File: config.mk
export PLATFORM = sky130hd
export DESIGN_NAME = refclk_sel
export DESIGN_NICKNAME = d
export VERILOG_FILES = /design/src/design/refclk_pkg.sv /design/src/design/refclk_path.sv /design/src/design/refclk_sel.sv
export SDC_FILE = /design/constraint.sdc
export NUM_CORES = 1
export LEC_CHECK = 0
export ABC_AREA = 1
export BUFFER_PORTS_ARGS = -buffer_cell sky130_fd_sc_hd__buf_2
export CAP_MARGIN = 20
export CORE_MARGIN = 2
export CORE_UTILIZATION = 60
export DETAILED_ROUTE_END_ITERATION = 8
export PLACE_DENSITY = 0.82
export SETUP_SLACK_MARGIN = 0.02
export SLEW_MARGIN = 40
export SYNTH_ARGS = -nofsm -noshare
export SYNTH_HDL_FRONTEND = slang
export SYNTH_SLANG_ARGS = --single-unit
export TNS_END_PERCENT = 30
File: constraint.sdc
create_clock -name clk_i -period 2.6 [get_ports clk_i]
set_clock_uncertainty 0.15 [all_clocks]
set_input_delay 0.13 -clock clk_i [delete_from_list [all_inputs] [get_ports clk_i]]
set_output_delay 0.13 -clock clk_i [all_outputs]
set_load 0.01 [all_outputs]
File: src/design/refclk_pkg.sv
/*
 * Constants for the reference clock output select block: register offsets,
 * field positions, reset values and free-running clock timing.
 * Assumes a 125 MHz system clock and an 8-bit register port.
 */
// Notes on behaviour
// - output A carries a channel recovered clock, external input A, or free-running clock.
// - software programs the frequency seen on output A through a divider field.
// - config A bit 6 enables output A; disabled means output A floats.
// - output B carries a channel recovered clock, external input B, or free-running clock.
// - config B bit 6 enables output B; disabled means output B floats.
// - differential mode with match select low floats all receivers, ignoring termination fields.
// - differential mode with match select high applies each channel's termination and 120-ohm bit.
// - common-mode outputs are active only while the common-mode enable pin is high.
package refclk_pkg;

	// ************************************************************
	// register map
	// ************************************************************
	localparam logic [7:0] OFS_REF_A_CFG   = 8'h00;
	localparam logic [7:0] OFS_REF_B_CFG   = 8'h01;
	localparam logic [7:0] OFS_REF_A_ROUTE = 8'h02;
	localparam logic [7:0] OFS_REF_B_ROUTE = 8'h03;
	localparam logic [7:0] OFS_STATUS      = 8'h04;
	localparam logic [7:0] OFS_TERM_BASE   = 8'h10;

	// ************************************************************
	// fields
	// ************************************************************
	localparam int CFG_EN_BIT      = 6;
	localparam int CFG_E1_BIT      = 5;
	localparam int CFG_DIV_LSB     = 0;
	localparam int DIV_W           = 4;
	localparam int ROUTE_KIND_LSB  = 5;
	localparam int ROUTE_CH_LSB    = 0;
	localparam int SEL_W           = 5;
	localparam int TERM_FIELD_LSB  = 0;
	localparam int TERM_W          = 3;
	localparam int TERM_120_BIT    = 4;

	localparam logic [1:0] KIND_RECOVERED = 2'h0;
	localparam logic [1:0] KIND_EXTERNAL  = 2'h1;

	// ************************************************************
	// reset values
	// ************************************************************
	localparam logic [7:0] RST_REF_CFG   = 8'h00;
	localparam logic [7:0] RST_REF_ROUTE = 8'h40;
	localparam logic [7:0] RST_TERM_CFG  = 8'h00;

	// ************************************************************
	// free-running clock timing
	// ************************************************************
	localparam int CLK_KHZ     = 125000;
	localparam int FREE_T1_KHZ = 1544;
	localparam int FREE_E1_KHZ = 2048;
	localparam logic [7:0] FREE_T1_HALF = 8'(CLK_KHZ / (2 * FREE_T1_KHZ));
	localparam logic [7:0] FREE_E1_HALF = 8'(CLK_KHZ / (2 * FREE_E1_KHZ));

endpackage

File: src/design/refclk_path.sv
/*
 * One reference clock path: free-running source, source mux with
 * glitch-free switching, and programmable divider.
 * Assumes all source clocks are slow levels synchronous to clk_i.
 */
`timescale 1ns/1ps
`default_nettype none
module refclk_path #(
	parameter int N_CH  = 17,
	parameter int SEL_W = 5,
	parameter int DIV_W = 4
) (
	// clock and reset
	input  wire logic             clk_i,
	input  wire logic             rst_b_i,
	// sources
	input  wire logic [N_CH-1:0]  rec_clk_i,
	input  wire logic             ext_clk_i,
	input  wire logic             ext_e1_i,
	// control
	input  wire logic [SEL_W-1:0] sel_i,
	input  wire logic [DIV_W-1:0] div_i,
	// result
	output logic                  clk_o,
	output logic                  busy_o
);
	typedef enum logic {ST_RUN = 1'b0, ST_SWITCH = 1'b1} path_state_t;

	localparam logic [SEL_W-1:0] IDX_FREE = SEL_W'(N_CH + 1);

	path_state_t      state_q, state_d;
	logic [SEL_W-1:0] cur_q, cur_d;
	logic [DIV_W-1:0] div_cnt_q, div_cnt_d;
	logic [7:0]       free_cnt_q, free_cnt_d;
	logic             free_q, free_d;
	logic             prev_q, prev_d;
	logic             out_q, out_d;
	logic [N_CH+1:0]  src_vec;
	logic             lvl;
	logic             rise;
	logic [7:0]       half;

	assign src_vec = {free_q, ext_clk_i, rec_clk_i};
	assign lvl     = (cur_q <= IDX_FREE) ? src_vec[cur_q] : free_q;
	assign rise    = lvl & ~prev_q;
	assign half    = ext_e1_i ? refclk_pkg::FREE_E1_HALF : refclk_pkg::FREE_T1_HALF;
	assign clk_o   = out_q;
	assign busy_o  = (state_q == ST_SWITCH);

	always_comb begin
		free_cnt_d = free_cnt_q + 8'h01;
		free_d     = free_q;
		if (free_cnt_q >= half - 8'h01) begin
			free_cnt_d = 8'h00;
			free_d     = ~free_q;
		end
		state_d   = state_q;
		cur_d     = cur_q;
		div_cnt_d = div_cnt_q;
		out_d     = out_q;
		prev_d    = lvl;
		// a switch is taken only while the output sits low, so no short pulse escapes
		if (state_q == ST_SWITCH && !out_q) begin
			cur_d     = sel_i;
			div_cnt_d = '0;
			prev_d    = 1'b1;
			state_d   = ST_RUN;
		end else begin
			if (rise) begin
				if (div_cnt_q >= div_i) begin
					div_cnt_d = '0;
					out_d     = ~out_q;
				end else begin
					div_cnt_d = div_cnt_q + DIV_W'(1);
				end
			end
			case (state_q)
				ST_RUN: begin
					if (sel_i != cur_q) begin
						state_d = ST_SWITCH;
					end
				end
				ST_SWITCH: begin
					state_d = ST_SWITCH;
				end
				default: begin
					state_d = ST_RUN;
				end
			endcase
		end
	end

	always_ff @(posedge clk_i) begin
		if (!rst_b_i) begin
			state_q    <= ST_RUN;
			cur_q      <= IDX_FREE;
			div_cnt_q  <= '0;
			free_cnt_q <= 8'h00;
			free_q     <= 1'b0;
			prev_q     <= 1'b1;
			out_q      <= 1'b0;
		end else begin
			state_q    <= state_d;
			cur_q      <= cur_d;
			div_cnt_q  <= div_cnt_d;
			free_cnt_q <= free_cnt_d;
			free_q     <= free_d;
			prev_q     <= prev_d;
			out_q      <= out_d;
		end
	end

	// ************************************************************
	// checks
	// ************************************************************
	property p_switch_low;
		@(posedge clk_i) disable iff (!rst_b_i)
		(cur_q != $past(cur_q)) |-> (!clk_o && !$past(clk_o));
	endproperty
	a_switch_low: assert property (p_switch_low) else $error("source switched while output high");

	property p_toggle_cause;
		@(posedge clk_i) disable iff (!rst_b_i)
		$changed(clk_o) |-> $past(rise);
	endproperty
	a_toggle_cause: assert property (p_toggle_cause) else $error("output toggled without source edge");

	property p_div_hold;
		@(posedge clk_i) disable iff (!rst_b_i)
		(rise && !busy_o && div_cnt_q < div_i) |=> $stable(clk_o) && (div_cnt_q == $past(div_cnt_q) + DIV_W'(1));
	endproperty
	a_div_hold: assert property (p_div_hold) else $error("divider toggled early");

endmodule // refclk_path
`default_nettype wire

File: src/design/refclk_sel.sv
/*
 * Reference clock output select: two switchable reference clock outputs,
 * per-channel receive termination control and common-mode output gating,
 * the first two programmed over a plain 8-bit register port, the last by pin.
 * Assumes every input is synchronous to clk_i and that the recovered and
 * external clocks are far slower than clk_i.
 */
`timescale 1ns/1ps
`default_nettype none
module refclk_sel #(
	parameter int N_CH = 17
) (
	// clock and reset
	input  wire logic              clk_i,
	input  wire logic              rst_b_i,
	// register port
	input  wire logic [7:0]        addr_i,
	input  wire logic [7:0]        wdata_i,
	input  wire logic              wr_i,
	input  wire logic              rd_i,
	output logic      [7:0]        rdata_o,
	// clock sources
	input  wire logic [N_CH-1:0]   rec_clk_i,
	input  wire logic              ext_clock_in_a_i,
	input  wire logic              ext_clock_in_b_i,
	// reference outputs
	output logic                   ref_out_a_o,
	output logic                   ref_out_a_oe_o,
	output logic                   ref_out_b_o,
	output logic                   ref_out_b_oe_o,
	// receive termination
	input  wire logic              rx_diff_mode_i,
	input  wire logic              rx_impedance_match_select_i,
	output logic [N_CH*3-1:0]      rx_term_o,
	output logic [N_CH-1:0]        rx_120ohm_select_o,
	output logic [N_CH-1:0]        rx_hiz_o,
	// common mode
	input  wire logic              common_mode_out_enable_pin_i,
	output logic [1:0]             common_mode_outputs_en_o
);
	localparam int SEL_W = refclk_pkg::SEL_W;
	localparam int DIV_W = refclk_pkg::DIV_W;

	// ************************************************************
	// register file
	// ************************************************************
	logic [7:0] cfg_a_q, cfg_a_d;
	logic [7:0] cfg_b_q, cfg_b_d;
	logic [7:0] route_a_q, route_a_d;
	logic [7:0] route_b_q, route_b_d;
	logic [7:0] term_q [N_CH];
	logic [7:0] term_d [N_CH];
	logic [7:0] rdata_q, rdata_d;
	logic [7:0] term_idx;
	logic       term_hit;
	logic       busy_a;
	logic       busy_b;
	logic       clk_a;
	logic       clk_b;

	assign term_idx = addr_i - refclk_pkg::OFS_TERM_BASE;
	assign term_hit = (addr_i >= refclk_pkg::OFS_TERM_BASE) && (term_idx < 8'(N_CH));

	always_comb begin
		cfg_a_d   = cfg_a_q;
		cfg_b_d   = cfg_b_q;
		route_a_d = route_a_q;
		route_b_d = route_b_q;
		term_d    = term_q;
		if (wr_i) begin
			case (addr_i)
				refclk_pkg::OFS_REF_A_CFG:   cfg_a_d   = wdata_i;
				refclk_pkg::OFS_REF_B_CFG:   cfg_b_d   = wdata_i;
				refclk_pkg::OFS_REF_A_ROUTE: route_a_d = wdata_i;
				refclk_pkg::OFS_REF_B_ROUTE: route_b_d = wdata_i;
				default: begin
					if (term_hit) begin
						term_d[term_idx[4:0]] = wdata_i;
					end
				end
			endcase
		end
	end

	// unmapped addresses and the cycles without a read return zero
	always_comb begin
		rdata_d = 8'h00;
		if (rd_i) begin
			case (addr_i)
				refclk_pkg::OFS_REF_A_CFG:   rdata_d = cfg_a_q;
				refclk_pkg::OFS_REF_B_CFG:   rdata_d = cfg_b_q;
				refclk_pkg::OFS_REF_A_ROUTE: rdata_d = route_a_q;
				refclk_pkg::OFS_REF_B_ROUTE: rdata_d = route_b_q;
				refclk_pkg::OFS_STATUS:      rdata_d = {4'h0, busy_b, busy_a, clk_b, clk_a};
				default: begin
					if (term_hit) begin
						rdata_d = term_q[term_idx[4:0]];
					end
				end
			endcase
		end
	end

	always_ff @(posedge clk_i) begin
		if (!rst_b_i) begin
			cfg_a_q   <= refclk_pkg::RST_REF_CFG;
			cfg_b_q   <= refclk_pkg::RST_REF_CFG;
			route_a_q <= refclk_pkg::RST_REF_ROUTE;
			route_b_q <= refclk_pkg::RST_REF_ROUTE;
			rdata_q   <= 8'h00;
			for (int i = 0; i < N_CH; i++) begin
				term_q[i] <= refclk_pkg::RST_TERM_CFG;
			end
		end else begin
			cfg_a_q   <= cfg_a_d;
			cfg_b_q   <= cfg_b_d;
			route_a_q <= route_a_d;
			route_b_q <= route_b_d;
			rdata_q   <= rdata_d;
			term_q    <= term_d;
		end
	end

	assign rdata_o = rdata_q;

	// ************************************************************
	// source routing
	// ************************************************************
	// an out-of-range channel falls back to channel 0 rather than a dead source
	function automatic logic [SEL_W-1:0] route_idx(input logic [7:0] r);
		logic [1:0]       kind;
		logic [SEL_W-1:0] ch;
		kind = r[refclk_pkg::ROUTE_KIND_LSB +: 2];
		ch   = r[refclk_pkg::ROUTE_CH_LSB +: SEL_W];
		if (kind == refclk_pkg::KIND_RECOVERED) begin
			route_idx = (ch < SEL_W'(N_CH)) ? ch : '0;
		end else if (kind == refclk_pkg::KIND_EXTERNAL) begin
			route_idx = SEL_W'(N_CH);
		end else begin
			route_idx = SEL_W'(N_CH + 1);
		end
	endfunction

	refclk_path #(
		.N_CH  (N_CH),
		.SEL_W (SEL_W),
		.DIV_W (DIV_W)
	) u_path_a (
		.clk_i     (clk_i),
		.rst_b_i   (rst_b_i),
		.rec_clk_i (rec_clk_i),
		.ext_clk_i (ext_clock_in_a_i),
		.ext_e1_i  (cfg_a_q[refclk_pkg::CFG_E1_BIT]),
		.sel_i     (route_idx(route_a_q)),
		.div_i     (cfg_a_q[refclk_pkg::CFG_DIV_LSB +: DIV_W]),
		.clk_o     (clk_a),
		.busy_o    (busy_a)
	);

	refclk_path #(
		.N_CH  (N_CH),
		.SEL_W (SEL_W),
		.DIV_W (DIV_W)
	) u_path_b (
		.clk_i     (clk_i),
		.rst_b_i   (rst_b_i),
		.rec_clk_i (rec_clk_i),
		.ext_clk_i (ext_clock_in_b_i),
		.ext_e1_i  (cfg_b_q[refclk_pkg::CFG_E1_BIT]),
		.sel_i     (route_idx(route_b_q)),
		.div_i     (cfg_b_q[refclk_pkg::CFG_DIV_LSB +: DIV_W]),
		.clk_o     (clk_b),
		.busy_o    (busy_b)
	);

	// ************************************************************
	// output pins
	// ************************************************************
	// data is held low while disabled so the pad never sees a stale level
	assign ref_out_a_oe_o = cfg_a_q[refclk_pkg::CFG_EN_BIT];
	assign ref_out_a_o    = clk_a & cfg_a_q[refclk_pkg::CFG_EN_BIT];
	assign ref_out_b_oe_o = cfg_b_q[refclk_pkg::CFG_EN_BIT];
	assign ref_out_b_o    = clk_b & cfg_b_q[refclk_pkg::CFG_EN_BIT];

	assign common_mode_outputs_en_o = {2{common_mode_out_enable_pin_i}};

	// ************************************************************
	// receive termination
	// ************************************************************
	// single-ended mode leaves the match select pin out of it
	logic rx_float;
	assign rx_float = rx_diff_mode_i & ~rx_impedance_match_select_i;

	always_comb begin
		for (int i = 0; i < N_CH; i++) begin
			if (rx_float) begin
				rx_hiz_o[i]           = 1'b1;
				rx_term_o[i*3 +: 3]   = 3'h0;
				rx_120ohm_select_o[i] = 1'b0;
			end else begin
				rx_hiz_o[i]           = 1'b0;
				rx_term_o[i*3 +: 3]   = term_q[i][refclk_pkg::TERM_FIELD_LSB +: 3];
				rx_120ohm_select_o[i] = term_q[i][refclk_pkg::TERM_120_BIT];
			end
		end
	end

	// ************************************************************
	// checks
	// ************************************************************
	property p_oe_a;
		@(posedge clk_i) disable iff (!rst_b_i)
		(wr_i && addr_i == refclk_pkg::OFS_REF_A_CFG) |=>
			(ref_out_a_oe_o == $past(wdata_i[6])) && (ref_out_a_oe_o || !ref_out_a_o);
	endproperty
	a_oe_a: assert property (p_oe_a) else $error("output A enable does not follow its write");

	property p_oe_b;
		@(posedge clk_i) disable iff (!rst_b_i)
		!ref_out_b_oe_o |-> !ref_out_b_o ##1 (!$past(wr_i) || $past(addr_i) != refclk_pkg::OFS_REF_B_CFG
			|| ref_out_b_oe_o == $past(wdata_i[6]));
	endproperty
	a_oe_b: assert property (p_oe_b) else $error("output B drives while disabled");

	property p_rx_float;
		@(posedge clk_i) disable iff (!rst_b_i)
		(rx_diff_mode_i && !rx_impedance_match_select_i) |->
			(&rx_hiz_o) && (rx_term_o == '0) && (rx_120ohm_select_o == '0);
	endproperty
	a_rx_float: assert property (p_rx_float) else $error("receivers not floated");

	property p_rx_apply;
		@(posedge clk_i) disable iff (!rst_b_i)
		(wr_i && addr_i == refclk_pkg::OFS_TERM_BASE) ##1 (rx_diff_mode_i && rx_impedance_match_select_i)
			|-> (rx_term_o[2:0] == $past(wdata_i[2:0])) && (rx_120ohm_select_o[0] == $past(wdata_i[4]));
	endproperty
	a_rx_apply: assert property (p_rx_apply) else $error("channel termination not applied");

	property p_common_mode;
		@(posedge clk_i) disable iff (!rst_b_i)
		$changed(common_mode_out_enable_pin_i) |-> (common_mode_outputs_en_o == {2{common_mode_out_enable_pin_i}});
	endproperty
	a_common_mode: assert property (p_common_mode) else $error("common-mode gating wrong");

endmodule // refclk_sel
`default_nettype wire

# Yosys cells after proc, flatten, opt, wreduce, memory -nomap -nowiden
# Cells that the tools add are included.
# totals
reg_bits,218
in_bits,42
out_inout_bits,99
elab_cells,169
# classes
addsub,7
order_cmp,14
n_eq_ne,8
muxes,63
bitwise_logic,19
n_reduce_logical,22
# ops
op,n
$bwmux 136,1
$mux 3,17
$bmux 8 s5,1
$demux 8 s5,1
$pmux 8 s5,1
$mux 8,4
$mux 1,24
$mux 5,4
$add 8x1->8 const B,2
$eq 8x2->1 const B,2
$ge 8x8->1,2
$sub 8x1->8 const B,2
$not 1->1,13
$lt 5x6->1 const B,2
$mux 6,2
$bmux 1 s5,2
$le 5x5->1 const B,2
$lt 5x5->1 const B,2
$ne 5x5->1,2
$reduce_and 2->1,5
$reduce_and 3->1,3
$add 4x1->4 const B,2
$eq 8x1->1 const B,1
$eq 8x3->1 const B,1
other kinds (18),35

# Longest topological paths before layout
# logic_depth
depth_word,7
ltp_mapped,15
ltp_nobuf,13

# By module
# From an unflattened synthesis, not the netlist that was laid out.
# hier_totals
hier_cells,1938
area_unflattened_um2,12186.7
# modules_own_cells
module,instances,cells_each,area_per_inst_um2,seq_area_each_um2
refclk_sel,1,1560,9551.7,3523.4
refclk_path,2,189,1317.5,420.4

# Worst setup path after synthesis
# No wires, ideal clock.
# synth_path
path_kind,register to register
start,register cfg_a_q[5]
end,register u_path_a.free_cnt_q[2]
setup_time_ps,82
t_arrival_ps,1530
t_required_ps,2368
setup_slack_ps,839
stages_incl_launch_ff,5
n_path_buf,0
synth_period_minus_slack_ps,1761
cell_sequence,dfxtp_1 -> ha_1 -> a2111oi_0 -> nand3_1 -> nor3b_1
# synth_via
elab_chain_len,4
# synth_lines
item,line,rtl
from (decl),refclk_sel.sv:47,"logic [7:0] cfg_a_q, cfg_a_d;"
from (signal assigned),refclk_sel.sv:106,cfg_a_q <= refclk_pkg::RST_REF_CFG;
from (signal assigned),refclk_sel.sv:115,cfg_a_q <= cfg_a_d;
$mux 6,refclk_path.sv:46,assign half = ext_e1_i ? refclk_pkg::FREE_E1_HALF : refclk_pkg::FREE_T1_HALF;
$sub 8x1->8,refclk_path.sv:53,if (free_cnt_q >= half - 8'h01) begin
$ge 8x8->1,refclk_path.sv:53,
$reduce_or 2->1 (no source line),n/a,
to (signal assigned),refclk_path.sv:106,free_cnt_q <= free_cnt_d;
to (decl),refclk_path.sv:34,"logic [7:0] free_cnt_q, free_cnt_d;"
# Every way passes these cells.
# A chain may end at the register's enable or synchronous reset.

# Final worst setup path
# layout_path
start,register u_path_a.cur_q[0]
end,register u_path_a.div_cnt_q[1]
# layout_via
elab_chain_len,4
elab_cells_between_ends,5
classes_between,order compare: 1; mux: 3; bitwise: 1
# layout_lines
item,line,rtl
from (decl),refclk_path.sv:32,"logic [SEL_W-1:0] cur_q, cur_d;"
from (signal assigned),refclk_path.sv:104,cur_q <= cur_d;
$bmux 1 s5,refclk_path.sv:44,assign lvl = (cur_q <= IDX_FREE) ? src_vec[cur_q] : free_q;
$mux 1 (not written as such),refclk_path.sv:44,
$mux 1 (*),refclk_path.sv:44,
$and 1x1->1 (*),refclk_path.sv:45,assign rise = lvl & ~prev_q;
to (signal assigned),refclk_path.sv:105,div_cnt_q <= div_cnt_d;
to (decl),refclk_path.sv:33,"logic [DIV_W-1:0] div_cnt_q, div_cnt_d;"
# Every way passes the cells marked *; elsewhere a longest branch is shown, timed or not. The select of a mux whose other input is x is not followed.

==> flow_summary.rst <==
.. list-table::
   :header-rows: 1

   * - Metric
     - Value
   * - Status
     - finished clean
   * - Number of pins with negative max-slew slack in the final report
     - 0
   * - Worst setup SP type
     - flop
   * - Net switching power figure
     - 1.85 mW
   * - Worst slew pin tran
     - 0.620 ns
   * - Hold path startpoint
     - rec_clk_i[14]
   * - Reg-to-reg startpoint
     - u_path_a.cur_q[0]
   * - CTS Root Buffer Type
     - sky130_fd_sc_hd__clkbuf_16
   * - Die area
     - 19700 um^2
   * - Number of clock sinks
     - 218
   * - Count of final hold-check violations
     - 0
   * - Worst slew margin relative to its limit
     - 57.6%
   * - DIE HEIGHT
     - 140 um
   * - Worst EP required
     - 2.89 ns
   * - Starting utilization of the core area
     - 61.6%
   * - Final-layout worst hold slack
     - 0.0233 ns
   * - Post-synthesis instance area
     - 11200 um^2
   * - CTS tree
     - yes
   * - Launching instance or port of the critical path
     - u_path_a.cur_q[0]
   * - Power Internal
     - 5.76 mW
   * - Wire per inst
     - 16.2 um
   * - Maximum number of pins on one net before global-route repair
     - 138
   * - Placed wire-length estimate after detailed placement
     - 22.0 mm
   * - Area post-placement
     - 11900 um^2
   * - Synth warnings
     - 0
   * - Sequential share of the synthesized area
     - 39.0%
   * - Global-route usage over all layers
     - 32.2%
   * - Arrival time at the worst endpoint
     - 2.56 ns
   * - IR Drop Worst-Case VDD
     - 0.423 mV
   * - Commonest non-fill, non-tap cells in the layout
     - 361 x sky130_fd_sc_hd__nand2_1, 217 x sky130_fd_sc_hd__dfxtp_1, 209 x sky130_fd_sc_hd__a21oi_1
   * - Share of total power in sequential cells
     - 44.3%
   * - Placement-stage worst setup slack
     - 0.337 ns
   * - Site Rows
     - 49
   * - Die width
     - 140 um
   * - Core box area
     - 18100 um^2
   * - Clock Power Share
     - 47.8%
   * - Number of global-route vias before repair
     - 10800
   * - Number of nets in the layout
     - 1841
   * - First-pass GRT wire length
     - 52.8 mm
   * - Grt ovf
     - 0
   * - Weighted congestion reported at the end of routability-driven placement
     - 1.01
   * - DRC violation count after routing
     - 0
   * - Cells after synthesis
     - 1676
   * - Io pins
     - 141
   * - Library cells used by synthesis
     - 38
   * - DRC violation total after the first TritonRoute iteration
     - 1337
   * - Flip-flop and latch count after synthesis
     - 218
   * - Final instance area
     - 12800 um^2
   * - Port bufs
     - 137
   * - Switching share of power
     - 24.3%
   * - Power density over the cells
     - 592 nW/um^2
   * - Worst-skew pair later-pin latency
     - 0.52 ns
   * - Finish-stage setup viols
     - 0
   * - Final cycle utilization of the critical path
     - 87.3%
   * - Static Leakage
     - 5.23 nW
   * - Residual antenna-violating net count after detailed routing
     - 0
   * - Vias post-DR
     - 11600
   * - Number of detailed-routing iterations run before antenna repair
     - 6
   * - Post-CTS clock slew at the launch and capture registers of the worst setup and hold paths
     - 0.06 ns
   * - Worst r2r path cells
     - 9
   * - Maximum capacitance violations
     - 0
   * - Routed WL
     - 32.8 mm
   * - Synthesis-to-layout area growth
     - 14.9%
   * - Post-layout minimum cycle time
     - 2.27 ns
   * - Fraction of final layout cells with drive strength greater than 1
     - 12.9%
   * - Maximum fanout count along the critical path
     - 11
   * - Worst Hold Path Cells
     - 9
   * - Most frequent standard cell in the layout excluding fill and tap cells
     - sky130_fd_sc_hd__nand2_1
   * - Maximum clock insertion buffer count
     - 3
   * - Number of buffers created by CTS
     - 24
   * - Highest clock rate
     - 441 MHz
   * - Critical Setup Path Class
     - flop to flop
   * - Combinational group share of total power
     - 7.8%
   * - Maximum level of the CTS H-tree
     - 1
   * - Worst hold path class
     - input port to flop
   * - Via/cell ratio
     - 5.75
   * - Unrepaired setup endpoints after global routing
     - no
   * - Number of antenna violations at the first check in global routing
     - 1
   * - Setup_tns
     - 0 ns
   * - R2R Setup Slk
     - 0.33 ns
   * - Sort of element at the end of the critical path
     - flop
   * - Syn avg cell area
     - 6.67 um^2
   * - Smallest setup slack after layout
     - 0.330 ns
==> registers in the layout, indices dropped and copies added (netlist names) <==
register / count
u_path_b.free_q: 1
u_path_b.prev_q: 1
u_path_a.clk_o: 1
route_b_q: 8
cfg_a_q: 8
u_path_a.busy_o: 1
cfg_b_q: 8
u_path_b.free_cnt_q: 8
u_path_b.cur_q: 5
u_path_a.prev_q: 1
u_path_a.free_q: 1
rdata_o: 8
u_path_a.cur_q: 5
u_path_b.clk_o: 1
u_path_a.div_cnt_q: 4
term_q: 136
u_path_a.free_cnt_q: 8
u_path_b.div_cnt_q: 4
u_path_b.busy_o: 1
route_a_q: 8
==> final cells by class <==
type,instances,area (um^2)
Fill cell,1523,5300
Tap cell,229,287
Sequential cell,218,4370
Inverter,194,733
Clock inverter,12,169
Multi-Input combinational cell,1164,5570
Antenna cell,1,2.50
Clock buffer,31,678
Timing Repair Buffer,174,1050
==> worst max-delay path: stages (launching register included) <==
cell and delay [ns]:
sky130_fd_sc_hd__dfxtp_2 0.43, sky130_fd_sc_hd__inv_1 0.22, sky130_fd_sc_hd__nand2_1 0.11, sky130_fd_sc_hd__nand4_1 0.07
sky130_fd_sc_hd__dlygate4sd3_1 0.57, sky130_fd_sc_hd__nand2_1 0.08, sky130_fd_sc_hd__nand2_1 0.17, sky130_fd_sc_hd__nand2_1 0.18
sky130_fd_sc_hd__nand2_1 0.08, sky130_fd_sc_hd__a21oi_1 0.13
==> power by group through the flow <==
stage          Clock [mW]  Sequential [mW]  Combinational [mW]
6_report             3.64             3.37               0.595
5_1_grt              3.79             3.37               0.645
3_5_place_dp            0             3.45               0.563
2_1_floorplan           0             3.44               0.394
3_3_place_gp            0             3.45               0.556
4_1_cts              3.65             3.37               0.580
==> path summary, 6_finish.rpt <==
kind / to
worst max-delay path: u_path_a.div_cnt_q[1]
worst min-delay path: u_path_a.prev_q
worst max register to register: u_path_a.div_cnt_q[1]
worst min register to register: term_q[24]
==> stage by stage <==
stage | cells | utilization, % | total power, mW
finish | 2023 | 70.8 | 7.61
global route | 2022 | 70.8 | 7.80
CTS | 2022 | 70.8 | 7.60
detailed placement | 1966 | 65.4 | 4.01
global placement | 1966 | 65.4 | 4.00
floorplan | 1677 | - | 3.84
==> metal layers <==
layer	global-route usage [%]	up-vias	share of wire, %
met2	54.3	579	46
met1	40.8	5283	40
met3	5.64	117	9.3
li1	-	5648	-
met5	0	-	0
met4	13.9	0	4.7
==> cells by family (layout without fill, tap and decap cells) <==
kind of cell | Yosys count | count (layout) | synth area share [%]
xor gates and xnor gates | 15 | 15 | 1.18
adders and majority gates | 23 | 23 | 2.57
buffers and inverters | 295 | 411 | 11.3
other | 1 | 3 | 0.0335
and+or+nand+nor | 812 | 812 | 31.1
AOI/OAI and AO/OA | 312 | 312 | 14.8
DFF | 218 | 218 | 39.0
==> synth_stat cells, drive strengths merged <==
cell / instances / area (um^2)
ha: 23 / 288
nor2: 208 / 830
o211ai: 5 / 37.5
xor2: 11 / 96.3
o221ai: 1 / 8.76
nand2: 365 / 1390
a211oi: 3 / 22.5
xnor2: 4 / 35.0
o21ai: 47 / 235
a31oi: 2 / 12.5
inv: 192 / 723
a22oi: 5 / 37.5
clkbuf: 50 / 188
nand3: 200 / 1020
nand4: 26 / 163
o21bai: 2 / 15.0
conb: 1 / 3.75
dfxtp: 218 / 4360
a2111oi: 2 / 17.5
nand3b: 1 / 7.51
nor3: 10 / 50.1
buf: 51 / 344
clkinv: 2 / 7.51
a21oi: 209 / 1050
nor3b: 2 / 15.0
o22ai: 36 / 225
==> timing repair <==
item,in CTS,in global routing
setup endpoints to repair,0,4
hold buffers,13,0
resized for setup,0,1
hold endpoints to repair,68,0
buffers inserted,0,0
(Power assumes the default switching activity.)
